`config.mk`:
```
export PLATFORM = sky130hd
export DESIGN_NAME = aad_adv_regs
export DESIGN_NICKNAME = d
export VERILOG_FILES = /design/src/common/aad_pkg.sv /design/src/core/aad_adv_regs.sv
export VERILOG_INCLUDE_DIRS = /design/src /design/src/common
export SDC_FILE = /design/constraint.sdc
export NUM_CORES = 1
export LEC_CHECK = 0
export ABC_AREA = 1
export BUFFER_PORTS_ARGS = -buffer_cell sky130_fd_sc_hd__clkbuf_2
export CAP_MARGIN = 25
export CORE_UTILIZATION = 47
export DETAILED_ROUTE_END_ITERATION = 12
export PLACE_DENSITY = 0.87
export REMOVE_ABC_BUFFERS = 1
export SYNTH_ARGS = -nofsm -noshare
export SYNTH_HDL_FRONTEND = slang
export SYNTH_SLANG_ARGS = --single-unit
```
`constraint.sdc`:
```
create_clock -name mclk -period 2.3 [get_ports mclk]
set_input_delay 0.69 -clock mclk [delete_from_list [all_inputs] [get_ports mclk]]
set_output_delay 0.69 -clock mclk [all_outputs]
set_load 0.02 [all_outputs]
```
`src/common/aad_defs.svh`:
```
// register offsets, field positions, reset values for the advertisement block
`ifndef AAD_DEFS_SVH
`define AAD_DEFS_SVH
// word indices (byte address = index * 4)
`define AAD_IDX_CTRL 4'h0
`define AAD_IDX_ADV 4'h4
`define AAD_IDX_LINK 4'h1
`define AAD_IDX_EFF 4'h8
// control register fields
`define AAD_CTRL_SWRST 15
`define AAD_CTRL_PDOWN 11
`define AAD_CTRL_RESTART 9
// advertisement register fields
`define AAD_ADV_ASYM 11
`define AAD_ADV_PAUSE 10
`define AAD_ADV_T4 9
`define AAD_ADV_TXFD 8
`define AAD_ADV_TXHD 7
// reset values and the writable-bit mask
`define AAD_ADV_RST 16'h0D80
`define AAD_CTRL_RST 16'h0000
`define AAD_ADV_RW_MASK 16'h0D80
`define AAD_ADV_FIELD_RST 1'b1
// control bits that clear themselves and are never stored
`define AAD_CTRL_SELFCLR 16'h8200
`endif

```
`src/common/aad_pkg.sv`:
```
// types shared by the advertisement block
package aad_pkg;
  typedef logic [15:0] aad_word_t;
  typedef logic [3:0] aad_idx_t;
endpackage

```
`src/core/aad_adv_regs.sv`:
```
// advertisement register bank with deferred effect, Avalon-MM slave
// ==========================================================
`timescale 1ns/100ps
`include "aad_defs.svh"

// ==========================================================
// link pin synchroniser
// ==========================================================
module aad_sync3 (
  input wire logic mclk,
  input wire logic rst,
  input wire logic din,
  output logic dout,
  output logic fell
);
  // three stages; a change counts only once the second and third agree
  logic [2:0] stage_r;
  logic dout_nxt;
  wire [2:0] stage_nxt = {stage_r[1:0], din};
  wire agree = stage_r[1] == stage_r[2];

  assign dout_nxt = agree ? stage_r[2] : dout;
  assign fell = agree & dout & ~stage_r[2];

  always_ff @(posedge mclk or posedge rst) begin
    if (rst) begin
      stage_r <= 3'h0;
    end else begin
      stage_r <= stage_nxt;
    end
  end

  always_ff @(posedge mclk or posedge rst) begin
    if (rst) begin
      dout <= 1'b0;
    end else begin
      dout <= dout_nxt;
    end
  end
endmodule // aad_sync3

// ==========================================================
// one read-write advertisement bit and its negotiation shadow
// ==========================================================
module aad_adv_field #(
  parameter logic RST_VAL = 1'b1
) (
  input wire logic mclk,
  input wire logic rst,
  input wire logic wr_en,
  input wire logic wr_bit,
  input wire logic load,
  output logic stored_r,
  output logic shadow_r
);
  logic stored_nxt;
  logic shadow_nxt;

  assign stored_nxt = wr_en ? wr_bit : stored_r;
  // a trigger in the same cycle as a write picks up the new value
  assign shadow_nxt = load ? stored_nxt : shadow_r;

  always_ff @(posedge mclk or posedge rst) begin
    if (rst) begin
      stored_r <= RST_VAL;
    end else begin
      stored_r <= stored_nxt;
    end
  end

  always_ff @(posedge mclk or posedge rst) begin
    if (rst) begin
      shadow_r <= RST_VAL;
    end else begin
      shadow_r <= shadow_nxt;
    end
  end
endmodule // aad_adv_field

// ==========================================================
// register bank top
// ==========================================================
module aad_adv_regs (
  input wire logic mclk,
  input wire logic rst,
  input wire logic [5:0] avs_address,
  input wire logic avs_read,
  input wire logic avs_write,
  input wire logic [31:0] avs_writedata,
  input wire logic [3:0] avs_byteenable,
  output logic [31:0] avs_readdata,
  output logic avs_waitrequest,
  output logic [1:0] avs_response,
  input wire logic link_up,
  output aad_pkg::aad_word_t adv_effective,
  output logic soft_reset_pulse,
  output logic an_restart_pulse,
  output logic power_down
);
  import aad_pkg::*;

  // ==========================================================
  // bus decode
  // ==========================================================
  // one wait state: an access is seen on one edge and answered on the next
  logic ack_r;
  wire req = (avs_read | avs_write) & ~ack_r;
  wire aad_idx_t idx = avs_address[5:2];
  wire hit_ctrl = idx == `AAD_IDX_CTRL;
  wire hit_adv = idx == `AAD_IDX_ADV;
  wire hit_link = idx == `AAD_IDX_LINK;
  wire hit_eff = idx == `AAD_IDX_EFF;
  wire mapped = hit_ctrl | hit_adv | hit_link | hit_eff;
  // a write lands only at the edge where waitrequest is seen low
  wire wr = avs_write & ack_r;
  wire rd = req & avs_read;
  wire [15:0] be_mask = {{8{avs_byteenable[1]}}, {8{avs_byteenable[0]}}};

  // ==========================================================
  // control register and trigger events
  // ==========================================================
  aad_word_t ctrl_r;
  wire ctrl_wr = wr & hit_ctrl;
  wire aad_word_t ctrl_wd = (ctrl_r & ~be_mask) | (avs_writedata[15:0] & be_mask);
  wire swrst_ev = ctrl_wr & ctrl_wd[`AAD_CTRL_SWRST];
  wire restart_ev = ctrl_wr & ctrl_wd[`AAD_CTRL_RESTART];
  wire pd_exit_ev = ctrl_wr & ctrl_r[`AAD_CTRL_PDOWN] & ~ctrl_wd[`AAD_CTRL_PDOWN];
  // reset and restart clear themselves, so they are never stored
  wire aad_word_t ctrl_nxt = ctrl_wr ? (ctrl_wd & ~`AAD_CTRL_SELFCLR) : ctrl_r;

  // ==========================================================
  // link state
  // ==========================================================
  logic link_state;
  logic link_fell;

  aad_sync3 u_link_sync (
    .mclk(mclk),
    .rst(rst),
    .din(link_up),
    .dout(link_state),
    .fell(link_fell)
  );

  wire link_drop_ev = link_fell;
  wire trigger = swrst_ev | restart_ev | pd_exit_ev | link_drop_ev;

  // ==========================================================
  // advertisement fields
  // ==========================================================
  logic asym_r;
  logic asym_eff_r;
  logic pause_r;
  logic pause_eff_r;
  logic txfd_r;
  logic txfd_eff_r;
  logic txhd_r;
  logic txhd_eff_r;

  wire adv_wr = wr & hit_adv;
  // bit 9 (100BASE-T4) and the unmodelled bits are tied to zero
  wire aad_word_t adv_val = {4'h0, asym_r, pause_r, 1'b0, txfd_r, txhd_r, 7'h00};
  wire aad_word_t eff_val = {4'h0, asym_eff_r, pause_eff_r, 1'b0, txfd_eff_r, txhd_eff_r, 7'h00};
  wire aad_word_t adv_wd = (adv_val & ~be_mask) | (avs_writedata[15:0] & be_mask);
  wire aad_word_t adv_nxt = adv_wr ? (adv_wd & `AAD_ADV_RW_MASK) : adv_val;
  wire aad_word_t eff_nxt = trigger ? adv_nxt : eff_val;

  aad_adv_field #(
    .RST_VAL(`AAD_ADV_FIELD_RST)
  ) u_asym (
    .mclk(mclk),
    .rst(rst),
    .wr_en(adv_wr),
    .wr_bit(adv_wd[`AAD_ADV_ASYM]),
    .load(trigger),
    .stored_r(asym_r),
    .shadow_r(asym_eff_r)
  );

  aad_adv_field #(
    .RST_VAL(`AAD_ADV_FIELD_RST)
  ) u_pause (
    .mclk(mclk),
    .rst(rst),
    .wr_en(adv_wr),
    .wr_bit(adv_wd[`AAD_ADV_PAUSE]),
    .load(trigger),
    .stored_r(pause_r),
    .shadow_r(pause_eff_r)
  );

  aad_adv_field #(
    .RST_VAL(`AAD_ADV_FIELD_RST)
  ) u_txfd (
    .mclk(mclk),
    .rst(rst),
    .wr_en(adv_wr),
    .wr_bit(adv_wd[`AAD_ADV_TXFD]),
    .load(trigger),
    .stored_r(txfd_r),
    .shadow_r(txfd_eff_r)
  );

  aad_adv_field #(
    .RST_VAL(`AAD_ADV_FIELD_RST)
  ) u_txhd (
    .mclk(mclk),
    .rst(rst),
    .wr_en(adv_wr),
    .wr_bit(adv_wd[`AAD_ADV_TXHD]),
    .load(trigger),
    .stored_r(txhd_r),
    .shadow_r(txhd_eff_r)
  );

  // ==========================================================
  // read mux
  // ==========================================================
  wire [15:0] rd_mux = hit_ctrl ? ctrl_r :
                       hit_adv ? adv_val :
                       hit_link ? {13'h0000, link_state, 2'h0} :
                       hit_eff ? eff_val : 16'h0000;

  // ==========================================================
  // sequential state
  // ==========================================================
  always_ff @(posedge mclk or posedge rst) begin
    if (rst) begin
      ack_r <= 1'b0;
    end else begin
      ack_r <= req;
    end
  end

  always_ff @(posedge mclk or posedge rst) begin
    if (rst) begin
      ctrl_r <= `AAD_CTRL_RST;
    end else begin
      ctrl_r <= ctrl_nxt;
    end
  end

  // ==========================================================
  // registered outputs
  // ==========================================================
  always_ff @(posedge mclk or posedge rst) begin
    if (rst) begin
      avs_readdata <= 32'h00000000;
    end else begin
      avs_readdata <= rd ? {16'h0000, rd_mux} : 32'h00000000;
    end
  end

  always_ff @(posedge mclk or posedge rst) begin
    if (rst) begin
      avs_waitrequest <= 1'b1;
    end else begin
      avs_waitrequest <= ~req;
    end
  end

  always_ff @(posedge mclk or posedge rst) begin
    if (rst) begin
      avs_response <= 2'h0;
    end else begin
      avs_response <= (req & ~mapped) ? 2'h3 : 2'h0;
    end
  end

  always_ff @(posedge mclk or posedge rst) begin
    if (rst) begin
      adv_effective <= `AAD_ADV_RST;
    end else begin
      adv_effective <= eff_nxt;
    end
  end

  always_ff @(posedge mclk or posedge rst) begin
    if (rst) begin
      soft_reset_pulse <= 1'b0;
    end else begin
      soft_reset_pulse <= swrst_ev;
    end
  end

  always_ff @(posedge mclk or posedge rst) begin
    if (rst) begin
      an_restart_pulse <= 1'b0;
    end else begin
      an_restart_pulse <= restart_ev;
    end
  end

  always_ff @(posedge mclk or posedge rst) begin
    if (rst) begin
      power_down <= 1'b0;
    end else begin
      power_down <= ctrl_nxt[`AAD_CTRL_PDOWN];
    end
  end
endmodule // aad_adv_regs

```
# Word-level counts from Yosys, hierarchy flattened
# Cells that the tools add are included.
# op_classes
n_eq_ne,4
mux,12
bitwise_logic,30
reduce_logical,1
# ops
op,count
2-to-1 mux 12 bit,5
2-to-1 mux 15 bit,2
AND 15 x 16 -> 16 bit,1
AND 16 bit,1
NOT 16 bit,1
bitwise OR 16 bit,1
AND 1 bit,12
AND 12 bit,1
bitwise OR 12 bit,1
bitwise OR 1 bit,7
NOT 1 bit,5
== test 4 x 1 -> 1 bit (second input constant),1
== test 4 x 3 -> 1 bit (second input constant),1
== test 4 bit (second input constant),1
logical NOT 4 bit,1
2-to-1 mux 1 bit,4
2-to-1 mux 2 bit,1
== test 1 bit,1
# totals
register_bits,59
inputBits,47
out_inout_bits,54
word_cells,66

# Logic depth before layout (Yosys ltp)
# Gate-level depths: netlist of the first run.
# depth
depth_word,8
depth_mapped,8
ltp_nobuf,8

# By module
# From an unflattened synthesis of the first run, not the netlist that was laid out.
# hier_totals
hier_cells,289
area_unflattened_um2,2488.6
# by_module_without_submodules
module,instances,cells_each,area_per_inst_um2,seq_area_each_um2
aad_adv_regs,1,227,1973.1,932.1
aad_adv_field,4,13,97.6,52.6
aad_sync3,1,10,125.1,100.1

# Least setup slack after synthesis of the first run
# OpenSTA, ideal clock, no wires.
# synth_path
path_kind,in2reg
start,input port avs_byteenable[1]
end,register adv_effective[10]
setup_time_ns,0.077
arrival_ns,1.382
required_time_ns,2.223
setup_slack_ns,0.841
cell_stages,8
path_buffers,1
path_cell_list,buf_4 nand2_1 nand3_1 inv_2 o21ai_4 nand2_4 nand2_2 nand2_1
# synth_via
elab_chain_len,8
elab_cells_between_ends,15
cone_classes,2 x mux; 13 x bitwise
# synth_rtl
item,line,text
"start, declared",aad_adv_regs.sv:90,"input wire logic [3:0] avs_byteenable,"
NOT 16 bit,aad_adv_regs.sv:164,wire aad_word_t adv_wd = (adv_val & ~be_mask) | (avs_writedata[15:0] & be_mask);
AND 15 x 16 -> 16 bit,aad_adv_regs.sv:124,wire aad_word_t ctrl_wd = (ctrl_r & ~be_mask) | (avs_writedata[15:0] & be_mask);
bitwise OR 16 bit,aad_adv_regs.sv:124,
"AND 1 bit, or another cell as far along",aad_adv_regs.sv:125,wire swrst_ev = ctrl_wr & ctrl_wd[`AAD_CTRL_SWRST];
bitwise OR 1 bit / AND 1 bit (equally long branches),"aad_adv_regs.sv:146, aad_adv_regs.sv:127",
bitwise OR 1 bit (2 in a row),aad_adv_regs.sv:146,wire trigger = swrst_ev | restart_ev | pd_exit_ev | link_drop_ev;
2-to-1 mux 12 bit *,aad_adv_regs.sv:166,wire aad_word_t eff_nxt = trigger ? adv_nxt : eff_val;
net eff_nxt[10],aad_adv_regs.sv:166,
"end signal, assigned",aad_adv_regs.sv:272,adv_effective <= `AAD_ADV_RST;
"end signal, assigned",aad_adv_regs.sv:274,adv_effective <= eff_nxt;
"end, declared",aad_adv_regs.sv:95,"output aad_pkg::aad_word_t adv_effective,"
# The timed path passes the listed nets; every way through them passes the cells marked *.
# A chain may end at the register's enable or synchronous reset.

# Worst setup path in the final report of the first run
# layout_path
start,register adv_effective[7]
end,output port adv_effective[7]
# No word-level cell between the ends.

==> results.md, run 1 <==
- Status: complete, no violations
- Fin crit share: 0.727
- PwrDens: 709 nW/um^2
- Post-synth EDFFs: 0
- Fin crit period: 1.67 ns
- WP buf/inv: 1
- Crit Path Category: flop to output port
- Seq cells post-synth: 49
- Drt first pass iters: 4
- Gr ovfl total: 0
- Synth top area cells: dfrtp_1, dfstp_2, nand2_1
- Die W: 71.9 um
- Number of synthesis warnings: 0
- Crit-path leading delay family: flip-flops
- GP Congestion: 0.792
- Maximum net fanout on the critical path: 1
- Root Buffer: clkbuf_8
- Combinational power share: 0.161
- Worst hold margin: 0.355 ns
- VDD IR-drop max: 0.000324 V
- Slew @ Worst Pin: 0.561 ns
- Slowest stage delay, CP: 0.53 ns
- DRC viols: 0
- Slew Limit Fails: 0
- Unrepaired setup endpoints after global routing: false
- Routed WL: 4070 um
- Critical path depth: 1
- Ys async rst share: 1.00
- Reg power frac: 0.557
- Total GRT Usage: 0.183
- Clk Latency, worst-skew pair: 0.30 ns
- Internal cell power: 1.30 mW
- Area of the multi-input gates: 810 sq um
- Final Hold Vio Count: 0
- DIE AREA: 5160 sq um
- Mapped cell area: 2290 sq um
- Share of the synthesized area in the top cell type: 0.393
- Share of cells above drive strength 1: 0.334
- Hold depth: 0
- Clock tree sinks: 49
- Startpoint Class: flop
- DRT iter0 DRCs: 107
- Ys flop type: dfrtp_1
- Starting Density: 0.486
- Num rows: 25
- Drt via density: 4.39
- Fmax: 0.598 GHz
- Hold crit path type: flop to flop
- Final Skew: 0.00714 ns
- Slowest-stage cell, CP: dfstp_2
- Area leader, netlist: dfrtp_1
- Fill count: 427
- First-pass GRT wire length: 7050 um
- Area growth, synth to finish: 12.0%
- Die height: 71.9 um
- Register-to-Register Path Depth: 8
- Clk buf depth: 2
- DP Wirelength: 3050 um
- Routed len/inst: 11.2 um
- WP data arrival: 0.98 ns
- Syn_area_per_cell: 9.44 sq um
- Htree depth: 2
- PortBufs: 50
- Clock power share: 0.282
- Crit path cell chain: clkbuf_2
- Core Area: 4720 sq um
- Hold-fix buffers at CTS: 0
- Slew margin rel.: 0.625
- Sw power: 519 uW
- Synth Instances: 243
- Net count, final: 342
- Total number of vias: 1592
- Vias in the first global route: 1572
- IO Count: 101
- Diodes inserted: 0
- Initial antenna violation count: 0
- Final setup vio count: 0
- Cts bufs inserted: 5
- CP endpoint kind: output port
- Switching share of power: 0.285
- Storage element area: 1240 sq um
- DRT antenna net count: 0
- Fin Setup TNS: 0 ns
- Post-CTS Setup Repair Bufs: 0
- Max-cap violations: 0
- Critical Path RT: 1.61 ns
- LEAKAGE: 1.38 nW
- Synth cell types: 26
- CTS tree: done
- CTS clock-pin slew for the worst setup and hold paths: 0.08 ns
- Largest net degree at the start of global routing: 28
- Seq/Total Area, Yosys: 0.542
- Post-CTS sizing: 0
layer usage:
metal	track usage	routed length (um)
met2	0.302	2010
met5	0	0
met1	0.224	1790
met4	0.0763	62
met3	0.0534	206
cell families after synthesis:
| group | synth area share |
|---|---|
| AO/OA/AOI/OAI | 0.0431 |
| adder cells (fa/ha/maj) | 0.00436 |
| buffers and inverters | 0.153 |
| flip-flops | 0.542 |
| other | 0.00164 |
| AND/OR/NAND/NOR | 0.256 |
final cells by class:
class,count,area share
clock buffer,8,0.0351
inverter,20,0.0302
tap,67,0.0326
timing repair buffer,52,0.103
multi-input combinational,167,0.315
sequential,49,0.484
metrics by stage:
stage               std cells  power (mW)  cell area [sq um]  setup WS (ns)  utilization
detailed placement        355        1.33               2480          0.547        0.525
global route              363        1.91               2570          0.598        0.544
floorplan                 236        1.23               2130          0.459            -
global placement          355        1.32               2480          0.577        0.525
finish                    363        1.82               2570          0.628        0.544
CTS                       363        1.83               2570          0.617        0.544
synthesized netlist by cell type, drive strengths merged, types with 3 or more instances:
| cell | instances |
|---|---|
| dfrtp | 36 |
| nor3 | 4 |
| a21oi | 3 |
| buf | 36 |
| nand2 | 80 |
| inv | 20 |
| o21ai | 8 |
| nor2 | 17 |
| dfstp | 13 |
| nand3 | 17 |
| a31oi | 4 |
placed cells by master, fill, tap and decap left out, types with 3 or more instances in the layout:
cell / count
dfrtp_1: 36
conb_1: 30
o21ai_0: 4
a21oi_1: 3
clkbuf_8: 6
clkbuf_2: 50
nor3_1: 4
a31oi_1: 4
inv_2: 6
nor2_1: 12
nand2_1: 67
nor2_4: 5
inv_1: 13
nand2_2: 11
dfstp_2: 13
nand3_1: 15
o21ai_1: 3
power groups by stage:
| stage | Clock (mW) | Sequential, mW | Combinational, mW |
|---|---|---|---|
| 2_1_floorplan | 0 | 1.06 | 0.173 |
| 3_3_place_gp | 0 | 1.03 | 0.287 |
| 3_5_place_dp | 0 | 1.03 | 0.294 |
| 4_1_cts | 0.521 | 1.02 | 0.296 |
| 5_1_grt | 0.556 | 1.03 | 0.331 |
| 6_report | 0.514 | 1.02 | 0.293 |
path summary, 6_finish.rpt:
kind	startpoint	end	slack, ns
worst max-delay path	adv_effective[7]$_DFF_PP1_	adv_effective[7]	0.63
worst min-delay path	u_link_sync.stage_r[0]$_DFF_PP0_	u_link_sync.stage_r[1]$_DFF_PP0_	0.35
worst max register to register	ack_r$_DFF_PP0_	adv_effective[10]$_DFF_PP1_	1.01
worst min register to register	u_link_sync.stage_r[0]$_DFF_PP0_	u_link_sync.stage_r[1]$_DFF_PP0_	0.35
max in group asynchronous	rst	avs_waitrequest$_DFF_PP1_	1.22
min in group asynchronous	rst	avs_readdata[4]$_DFF_PP0_	0.42
Power figures use the tool's default switching activity.
==> inputs of run 2 (changes only) <==
CORE_UTILIZATION = 42   (was 47)
PLACE_DENSITY = 0.82   (was 0.87)
clock period = 1.4 ns   (was 2.3 ns; I/O delays follow)
==> results.md, run 2 (same netlist as run 1, synthesis figures left out) <==
- Status: complete, no violations
- DP Wirelength: 3240 um
- Slowest-stage cell, CP: dfstp_2
- Core Area: 5170 sq um
- Clock tree sinks: 49
- Crit-path leading delay family: flip-flops
- DRC viols: 0
- Final Hold Vio Count: 0
- Most common cell after layout, fill and taps aside: nand2_1
- Total number of vias: 1636
- First-pass GRT wire length: 6580 um
- Largest net degree at the start of global routing: 20
- Share of cells above drive strength 1: 0.361
- Fin crit share: 0.982
- Area growth, synth to finish: 18.0%
- Starting Density: 0.443
- Fmax: 0.728 GHz
- Total GRT Usage: 0.159
- Hold crit path type: input port to asynchronous set/reset pin
- Drt via density: 4.36
- PwrDens: 1130 nW/um^2
- Clk Latency, worst-skew pair: 0.30 ns
- Maximum net fanout on the critical path: 1
- GP Congestion: 0.789
- Gr ovfl total: 0
- Num rows: 26
- LEAKAGE: 1.45 nW
- DRT iter0 DRCs: 57
- Placed Instances: 367
- Startpoint Class: flop
- Total power draw: 3.05 mW
- CTS clock-pin slew for the worst setup and hold paths: 0.08 ns
- DIE AREA: 5760 sq um
- Fin Setup TNS: 0 ns
- Diodes inserted: 0
- Net count, final: 351
- Drt first pass iters: 5
- Critical Path RT: 0.98 ns
- CP endpoint kind: output port
- Root Buffer: clkbuf_8
- Vias in the first global route: 1541
- WP data arrival: 0.95 ns
- VDD IR-drop max: 0.000462 V
- Cts bufs inserted: 5
- Clk buf depth: 2
- Unrepaired setup endpoints after global routing: false
- Crit Path Category: flop to output port
- Hold-fix buffers at CTS: 0
- Most frequent cells in the layout: nand2_1, clkbuf_2, dfrtp_1, conb_1, nand3_1
- Htree depth: 2
- Fin util: 0.523
- Layout Cells excl Fill: 375
- Final setup vio count: 0
- Max-cap violations: 0
- Die W: 75.9 um
- Final Skew: 0.00677 ns
- Slew Limit Fails: 0
- Routed WL: 4110 um
- WP buf/inv: 1
- Fin crit period: 1.37 ns
- Crit path cell chain: buf_8
- Die height: 75.9 um
- CTS tree: done
- IO Count: 101
- Routed len/inst: 11.0 um
- DRT antenna net count: 0
- Initial antenna violation count: 0
- Slowest stage delay, CP: 0.55 ns
- PortBufs: 50
-- run 2: changes by cell type in the layout (fill, tap and decap cells not counted) --
cell	change
clkinv_4	+1
buf_8	+3
clkinv_2	+1
buf_12	+2
clkbuf_2	-5
buf_4	+9
clkbuf_1	-2
-- run 2: final timing paths --
path | cells past startpoint | end | slack, ns | startpoint
min in group mclk | 1 | u_link_sync.stage_r[0]$_DFF_PP0_ | 0.23 | link_up
min reg2reg | 0 | u_link_sync.stage_r[1]$_DFF_PP0_ | 0.36 | u_link_sync.stage_r[0]$_DFF_PP0_
max | 1 | adv_effective[11] | 0.03 | adv_effective[11]$_DFF_PP1_
max in group asynchronous | 3 | u_pause.shadow_r$_DFFE_PP1P_ | 0.86 | rst
min | 2 | avs_readdata[3]$_DFF_PP0_ | 0.06 | rst
max reg2reg | 5 | adv_effective[10]$_DFF_PP1_ | 0.24 | u_link_sync.stage_r[1]$_DFF_PP0_
-- run 2: cell type report --
class / instances / area, sq um
Timing Repair Buffer: 61 / 393
Multi-Input combinational cell: 167 / 810
Tap cell: 70 / 87.6
Clock buffer: 6 / 82.6
Clock inverter: 2 / 13.8
Sequential cell: 49 / 1240
Fill cell: 481 / 2470
Inverter: 20 / 77.6
-- run 2: report_power, final --
group | total [mW] | switching, mW | internal [mW] | leakage, nW
clock network | 0.828 | 0.428 | 0.400 | 0.0512
registers | 1.68 | 0.0796 | 1.60 | 0.607
logic | 0.546 | 0.347 | 0.199 | 0.790
-- run 2: metrics by stage --
step / instance area [sq um] / setup slack [ns] / hold WS [ns]
final: 2710 / 0.0258 / 0.0565
after floorplan: 2130 / -0.171 / 0.331
after detailed placement: 2570 / -0.0240 / 0.343
after global placement: 2570 / 0.0166 / 0.336
after CTS: 2700 / 0.000742 / 0.0572
after global routing: 2710 / 0.00146 / 0.0703
-- run 2: metal layers --
| metal | GRT usage | vias up | wire (um) |
|---|---|---|---|
| met2 | 0.270 | 63 | 2040 |
| li1 | - | 814 | - |
| met3 | 0.0556 | 5 | 291 |
| met1 | 0.185 | 754 | 1730 |
| met5 | 0 | - | 0 |
| met4 | 0.0617 | 0 | 48 |
-- run 2: what timing repair did --
action,CTS,global route
pin swaps,0,0
gates resized for setup,6,6
setup endpoints to repair,4,5
buffers inserted,0,0
